### src/hdl/ext_irq_pkg.sv
// Package: register map, field layout and reset values of the external interrupt block
package ext_irq_pkg;
  // ==========================================================================
  // Geometry
  // ==========================================================================
  localparam int NUM_INPUTS = 4;
  localparam int REG_WIDTH  = 8;

  // ==========================================================================
  // Register byte addresses (word aligned)
  // ==========================================================================
  localparam logic [31:0] ADDR_FLAGS       = 32'he01fc140;
  localparam logic [31:0] ADDR_WAKE_ENABLE = 32'he01fc144;
  localparam logic [31:0] ADDR_SENSITIVITY = 32'he01fc148;
  localparam logic [31:0] ADDR_POLARITY    = 32'he01fc14c;
  localparam logic [31:0] ADDR_IRQ_MASK    = 32'he01fc150;

  // ==========================================================================
  // Reset values and encodings
  // ==========================================================================
  localparam logic [3:0]  CTRL_RESET   = 4'h0;
  localparam logic [31:0] READ_ZERO    = 32'h00000000;
  localparam logic        SENSE_LEVEL  = 1'h0;
  localparam logic        SENSE_EDGE   = 1'h1;
  localparam logic        POLAR_LOW    = 1'h0;
  localparam logic        POLAR_HIGH   = 1'h1;
  localparam logic [1:0]  HTRANS_NONSEQ = 2'h2;
  localparam logic [1:0]  HTRANS_SEQ    = 2'h3;
  localparam logic [1:0]  HRESP_OKAY    = 2'h0;
  localparam logic [2:0]  HSIZE_WORD    = 3'h2;
endpackage

### src/hdl/ext_irq_cfg_if.sv
// Interface: per-input configuration and detection results between top and detector
`timescale 1ns/1ps
interface ext_irq_cfg_if #(
  parameter int N = 4
);
  logic [N-1:0] pin_level;
  logic [N-1:0] pin_select;
  logic [N-1:0] sensitivity;
  logic [N-1:0] polarity;
  logic [N-1:0] set_event;
  logic [N-1:0] active_level;

  modport ctrl (
    output pin_level,
    output pin_select,
    output sensitivity,
    output polarity,
    input  set_event,
    input  active_level
  );
  modport det (
    input  pin_level,
    input  pin_select,
    input  sensitivity,
    input  polarity,
    output set_event,
    output active_level
  );
endinterface

### src/hdl/ext_irq_top.sv
// Module: external interrupt inputs with AHB-Lite register slave
// Operation
// - Four inputs, each gated by pin select
// - Any input may optionally wake processor
// - Flag register holds one flag per input
// - Wake enable bits let inputs wake processor
// - Sensitivity register picks level or edge
// - Polarity register picks active level or edge
// - Active condition sets flag, raises request
// - Write one clears; level mode needs inactive
// - Sensitivity zero level, one edge
// - Wake ignores interrupt controller enable
`timescale 1ns/1ps
module ext_irq_top #(
  parameter int N = ext_irq_pkg::NUM_INPUTS
) (
  input  wire logic        ref_clk,
  input  wire logic        sys_rst,
  input  wire logic [N-1:0] irq_pin,
  input  wire logic [N-1:0] pin_select,
  input  wire logic        hsel,
  input  wire logic [31:0] haddr,
  input  wire logic [1:0]  htrans,
  input  wire logic        hwrite,
  input  wire logic [2:0]  hsize,
  input  wire logic [31:0] hwdata,
  input  wire logic        hready,
  output logic      [31:0] hrdata,
  output logic             hreadyout,
  output logic      [1:0]  hresp,
  output logic      [N-1:0] irq_request,
  output logic             wake_request,
  output logic             irq
);
  typedef struct packed {
    logic [N-1:0] flags;
    logic [N-1:0] wake_en;
    logic [N-1:0] sense;
    logic [N-1:0] polar;
    logic [N-1:0] mask;
    logic         wr_pend;
    logic [31:0]  wr_addr;
    logic [31:0]  rdata;
    logic [N-1:0] req;
    logic         wake;
    logic         irq;
  } top_state_t;

  top_state_t s_q;
  top_state_t s_d;
  logic       access;
  logic [N-1:0] clr;
  logic [N-1:0] wr_bits;

  ext_irq_cfg_if #(.N(N)) cfg ();

  // ==========================================================================
  // Detector
  // ==========================================================================
  assign cfg.pin_level   = irq_pin;
  assign cfg.pin_select  = pin_select;
  assign cfg.sensitivity = s_q.sense;
  assign cfg.polarity    = s_q.polar;

  ext_irq_detect #(.N(N)) u_detect (
    .ref_clk (ref_clk),
    .sys_rst (sys_rst),
    .cfg     (cfg)
  );

  // ==========================================================================
  // Bus decode helpers
  // ==========================================================================
  // Only NONSEQ or SEQ with hready qualify as a real address phase
  assign access  = hsel & hready &
                   ((htrans == ext_irq_pkg::HTRANS_NONSEQ) |
                    (htrans == ext_irq_pkg::HTRANS_SEQ));
  assign wr_bits = hwdata[N-1:0];

  // Clear blocked in level mode while pin stays active
  always_comb begin
    clr = '0;
    if (s_q.wr_pend && s_q.wr_addr == ext_irq_pkg::ADDR_FLAGS) begin
      clr = wr_bits & ~(~s_q.sense & cfg.active_level);
    end
  end

  // ==========================================================================
  // Next state
  // ==========================================================================
  always_comb begin
    s_d         = s_q;
    s_d.wr_pend = 1'h0;
    // Data phase of a write: registers update here
    if (s_q.wr_pend) begin
      if (s_q.wr_addr == ext_irq_pkg::ADDR_WAKE_ENABLE) begin
        s_d.wake_en = wr_bits;
      end else if (s_q.wr_addr == ext_irq_pkg::ADDR_SENSITIVITY) begin
        s_d.sense = wr_bits;
      end else if (s_q.wr_addr == ext_irq_pkg::ADDR_POLARITY) begin
        s_d.polar = wr_bits;
      end else if (s_q.wr_addr == ext_irq_pkg::ADDR_IRQ_MASK) begin
        s_d.mask = wr_bits;
      end
    end
    // Set wins over a clear in the same cycle
    s_d.flags = (s_q.flags & ~clr) | cfg.set_event;
    // Address phase capture and read data prepared for the data phase
    if (access) begin
      s_d.wr_pend = hwrite;
      s_d.wr_addr = haddr;
      s_d.rdata   = ext_irq_pkg::READ_ZERO;
      if (!hwrite) begin
        if (haddr == ext_irq_pkg::ADDR_FLAGS) begin
          s_d.rdata[N-1:0] = s_d.flags;
        end else if (haddr == ext_irq_pkg::ADDR_WAKE_ENABLE) begin
          s_d.rdata[N-1:0] = s_q.wake_en;
        end else if (haddr == ext_irq_pkg::ADDR_SENSITIVITY) begin
          s_d.rdata[N-1:0] = s_q.sense;
        end else if (haddr == ext_irq_pkg::ADDR_POLARITY) begin
          s_d.rdata[N-1:0] = s_q.polar;
        end else if (haddr == ext_irq_pkg::ADDR_IRQ_MASK) begin
          s_d.rdata[N-1:0] = s_q.mask;
        end else begin
          s_d.rdata = ext_irq_pkg::READ_ZERO;
        end
      end
    end
    // Requests follow the flags; controller enable is outside this block
    s_d.req  = s_d.flags;
    // Wake uses the flag, so it works even with the request disabled
    s_d.wake = |(s_d.flags & s_d.wake_en);
    s_d.irq  = |(s_d.flags & s_d.mask);
  end

  // ==========================================================================
  // State register
  // ==========================================================================
  always_ff @(posedge ref_clk) begin
    if (sys_rst) begin
      s_q         <= '0;
      s_q.wake_en <= N'(ext_irq_pkg::CTRL_RESET);
      s_q.sense   <= N'(ext_irq_pkg::CTRL_RESET);
      s_q.polar   <= N'(ext_irq_pkg::CTRL_RESET);
    end else begin
      s_q <= s_d;
    end
  end

  // ==========================================================================
  // Outputs from flip-flops, hreadyout and hresp tied constant; slave is zero wait state
  // ==========================================================================
  assign hrdata       = s_q.rdata;
  assign hreadyout    = 1'h1;
  assign hresp        = ext_irq_pkg::HRESP_OKAY;
  assign irq_request  = s_q.req;
  assign wake_request = s_q.wake;
  assign irq          = s_q.irq;
endmodule

### src/hdl/ext_irq_detect.sv
// Module: per-input level and edge detector for the external interrupt pins
`timescale 1ns/1ps
module ext_irq_detect #(
  parameter int N = 4
) (
  input  wire logic ref_clk,
  input  wire logic sys_rst,
  ext_irq_cfg_if.det cfg
);
  typedef struct packed {
    logic [N-1:0] prev;
    logic [N-1:0] seen;
  } det_state_t;

  det_state_t s_q;
  det_state_t s_d;
  logic [N-1:0] act;
  logic [N-1:0] evt;

  // ==========================================================================
  // Per-input detection
  // ==========================================================================
  for (genvar i = 0; i < N; i++) begin : g_in
    // Active level follows polarity: one means high
    assign act[i] = (cfg.polarity[i] == ext_irq_pkg::POLAR_HIGH) ?
                    cfg.pin_level[i] : ~cfg.pin_level[i];
    // Edge mode needs a valid previous sample, level mode just the level
    assign evt[i] = cfg.pin_select[i] &
                    ((cfg.sensitivity[i] == ext_irq_pkg::SENSE_EDGE) ?
                     (act[i] & ~s_q.prev[i] & s_q.seen[i]) : act[i]);
  end

  assign cfg.set_event    = evt;
  assign cfg.active_level = act & cfg.pin_select;

  // Previous active sample; seen blocks a false edge right after reset
  always_comb begin
    s_d      = s_q;
    s_d.prev = act;
    s_d.seen = {N{1'h1}};
  end

  always_ff @(posedge ref_clk) begin
    if (sys_rst) begin
      s_q <= '0;
    end else begin
      s_q <= s_d;
    end
  end
endmodule

### config.mk
export PLATFORM = sky130hd
export DESIGN_NAME = ext_irq_top
export DESIGN_NICKNAME = d
export VERILOG_FILES = /design/src/hdl/ext_irq_pkg.sv /design/src/hdl/ext_irq_cfg_if.sv /design/src/hdl/ext_irq_top.sv /design/src/hdl/ext_irq_detect.sv
export SDC_FILE = /design/constraint.sdc
export NUM_CORES = 1
export LEC_CHECK = 0
export ABC_CLOCK_PERIOD_IN_PS = 2200
export BUFFER_PORTS_ARGS = -buffer_cell sky130_fd_sc_hd__clkbuf_2
export CORE_ASPECT_RATIO = 0.75
export CORE_MARGIN = 2
export CORE_UTILIZATION = 30
export CTS_BUF_LIST = sky130_fd_sc_hd__clkbuf_4 sky130_fd_sc_hd__clkbuf_8 sky130_fd_sc_hd__clkbuf_16
export DETAILED_ROUTE_END_ITERATION = 8
export PLACE_DENSITY = 0.66
export SLEW_MARGIN = 40
export SYNTH_ARGS = -nofsm -noshare
export SYNTH_HDL_FRONTEND = slang
export SYNTH_SLANG_ARGS = --single-unit
### constraint.sdc
create_clock -name ref_clk -period 2.2 [get_ports ref_clk]
set_input_delay 0.22 -clock ref_clk [delete_from_list [all_inputs] [get_ports ref_clk]]
set_output_delay 0.22 -clock ref_clk [all_outputs]
set_load 0.1 [all_outputs]
==> metrics.txt <==
worst skew pair latency=0.33 ns; status=completed; Placer Congestion=approximately 0.84; WL per Instance=around 13 µm; Leak=1.61 nW; global-route wire length before repair=between 10,000 and 15,000 µm; Starting Density=31.0%; top cell type's share of synthesized area=42.6%; Tmin final=2.08 ns; post-route ant nets=0; top-level I/O count=123; Final setup viols=0; Post-Syn Area=3000 µm²; Seq pwr share=37.4%; Cell Count, Final, Fillers Out=~560; vias=2,544; Final Power=3.22 mW; Post-Synthesis Cells=approximately 360; switching portion of total power=between 20% and 30%; Least-Margin Pin Slew=0.560 ns; count of different cell masters after synthesis=40; row cnt=31; Post-synth top cells=nand2_1, dfxtp_1, buf_4; RSZ-0062 raised after global routing=false; placed wire-length estimate=5550 µm; final net count=504; CTS tree=yes; Placeable Area=between 9000 and 10,000 µm²; ANT cells=0; Fin Hold WS=0.122 ns; top-count cell post-synth=nand2_1; Via-to-Cell Ratio=4.55; clock-pin slew on the worst setup and hold paths=approximately 0.06 ns; power density cells=878 nW/µm²; Seq/Total Area, Yosys=42.6%; Final Max Tran Viols=0; Internal Power=roughly 2.3 mW; fmax=0.480 GHz; Sw Pwr=0.939 mW; FILL cells=between 1,000 and 1,500; YS warnings=0; crit end category=flip-flop; total CTS buffers=9; Max-cap violations=0; clock sinks=64; Remaining Overflow, GRT=0; largest net degree at the start of global routing=around 50; vias in the first global route=2,436; P&R area growth vs syn=22.1%; top cells by area, synth=dfxtp_1, buf_4, nand2_1; Final Cycle Share=94.7%; worst rel slew slack=62.8%; H-tree depth=3; DRT Pass-1 Iters=4; final core occ=37.8%; Worst Path Required=2.42 ns; CP Max Fanout=6; Avg Cell Area, Syn=a little over 8 µm²; Post-synth ARST share=0%; Inst Count DP=542; crit path kind=flip-flop to flip-flop; Worst EP arrival=around 2.3 ns; Top FF cell, synth=dfxtp_1; CP Launch Type=flip-flop; gr usage total=14.3%; Synth area leader=dfxtp_1; Buffers on Ports=59; Hold Path Class=input port to flip-flop; die height=slightly above 90 µm; Clock Power Share=approximately 48%; initial antenna violation count=0; root buf cell=clkbuf_16; final wirelength=7370 µm; Final Skew=0.00401 ns; Post-synth EDFFs=0; Die Footprint=10,800 µm²; DR DRC count=0; Die W=120 µm; Iteration-0 DRC Markers=about 220; VDD IR max=0.454 mV; Final Hold Viols=0; layout cells sized above 1=23.0%; worst-case clock buffer depth=2; Logic pwr share=14.6%; Synth Register Bits=64
## per-stage QoR
step | setup slack (ns) | TNS [ns] | instance area (µm²)
finish | 0.117 | 0 | 3670
global route | 0.00451 | 0 | 3670
CTS | 0.124 | 0 | 3650
detailed placement | -0.185 | -0.551 | 3330
global placement | -0.149 | -0.428 | 3330
floorplan | 0.207 | 0 | 3110
## placed cells by master, fill, tap and decap left out, types with 3 or more instances in the layout
cell type / Yosys / layout
inv_6: 0 / 3
dfxtp_1: 64 / 64
inv_1: 8 / 8
and3_1: 4 / 4
clkbuf_2: 0 / 59
nor2_1: 28 / 28
a21oi_1: 36 / 36
mux2i_1: 18 / 18
or4_1: 5 / 5
nand2_1: 70 / 70
xnor2_1: 4 / 4
nand3_1: 4 / 4
nand4b_1: 3 / 3
nand3b_1: 3 / 3
o22ai_1: 4 / 4
and2_1: 6 / 4
o21ai_0: 8 / 8
nor2b_1: 4 / 4
conb_1: 2 / 31
clkbuf_16: 0 / 9
nand4_1: 4 / 4
buf_4: 39 / 16
## repair_timing
item                       in CTS  in global routing
setup buffers                   0                  1
hold buffers                    0                  0
gates resized for setup         0                  2
setup endpoints to repair       0                  1
## power by group through the flow
stage | Clock [mW] | Combinational (mW) | Sequential (mW)
after floorplan | 0 | 0.419 | 1.22
after global placement | 0 | 0.464 | 1.23
after detailed placement | 0 | 0.467 | 1.23
after CTS | 1.57 | 0.468 | 1.20
after global routing | 1.63 | 0.499 | 1.21
final | 1.55 | 0.471 | 1.20
## path summary, 6_finish.rpt
kind	startpoint	endpoint	slack, ns	cells after the start
worst max-delay path	s_q[40]	irq	0.12	7
worst min-delay path	haddr[8]	s_q[46]	0.12	3
worst max register to register	s_q[40]	irq	0.12	7
worst min register to register	s_q[51]	s_q[51]	0.45	2
## cell families after synthesis
group / Yosys count / share of synthesized area (%)
and+or+nand+nor: 147 / 23.9
buffers and inverters: 64 / 12.9
other: 2 / 0.250
DFF: 64 / 42.6
muxes: 20 / 6.75
xor gates and xnor gates: 4 / 1.17
AOI/OAI and AO/OA: 62 / 12.4
## critical path: stages, from the launching register on
cell	delay, ns
dfxtp_1	0.35
or4_1	0.57
nor4_2	0.18
buf_4	0.18
a41oi_1	0.14
nor2_1	0.23
o22ai_1	0.12
o21a_1	0.20
## routing by layer
metal  up-vias  part of all wire, %  track usage, %
met5         -                    0               0
met4         0                 0.62            3.33
met3         4                  8.3            5.49
met2        89                   43            21.0
met1      1163                   48            19.7
li1       1288                    -               -
## flip-flops by register name (all words and copies together) (netlist names)
name,flops
s_q,41
wake_request,1
irq_request,4
u_detect.s_q,5
cfg.polarity,4
hrdata,4
irq,1
cfg.sensitivity,4
## area by class of cell
| cell class | instances | area [µm²] | area share (%) |
|---|---|---|---|
| Timing Repair Buffer | 75 | 415 | 11.3 |
| Multi-Input combinational cell | 264 | 1450 | 39.5 |
| Sequential cell | 64 | 1280 | 34.9 |
| Tap cell | 132 | 165 | 4.50 |
| Clock buffer | 9 | 225 | 6.14 |
| Inverter | 8 | 30.0 | 0.819 |
| Clock inverter | 7 | 101 | 2.76 |
No activity file was read; power rests on OpenSTA's default activity.
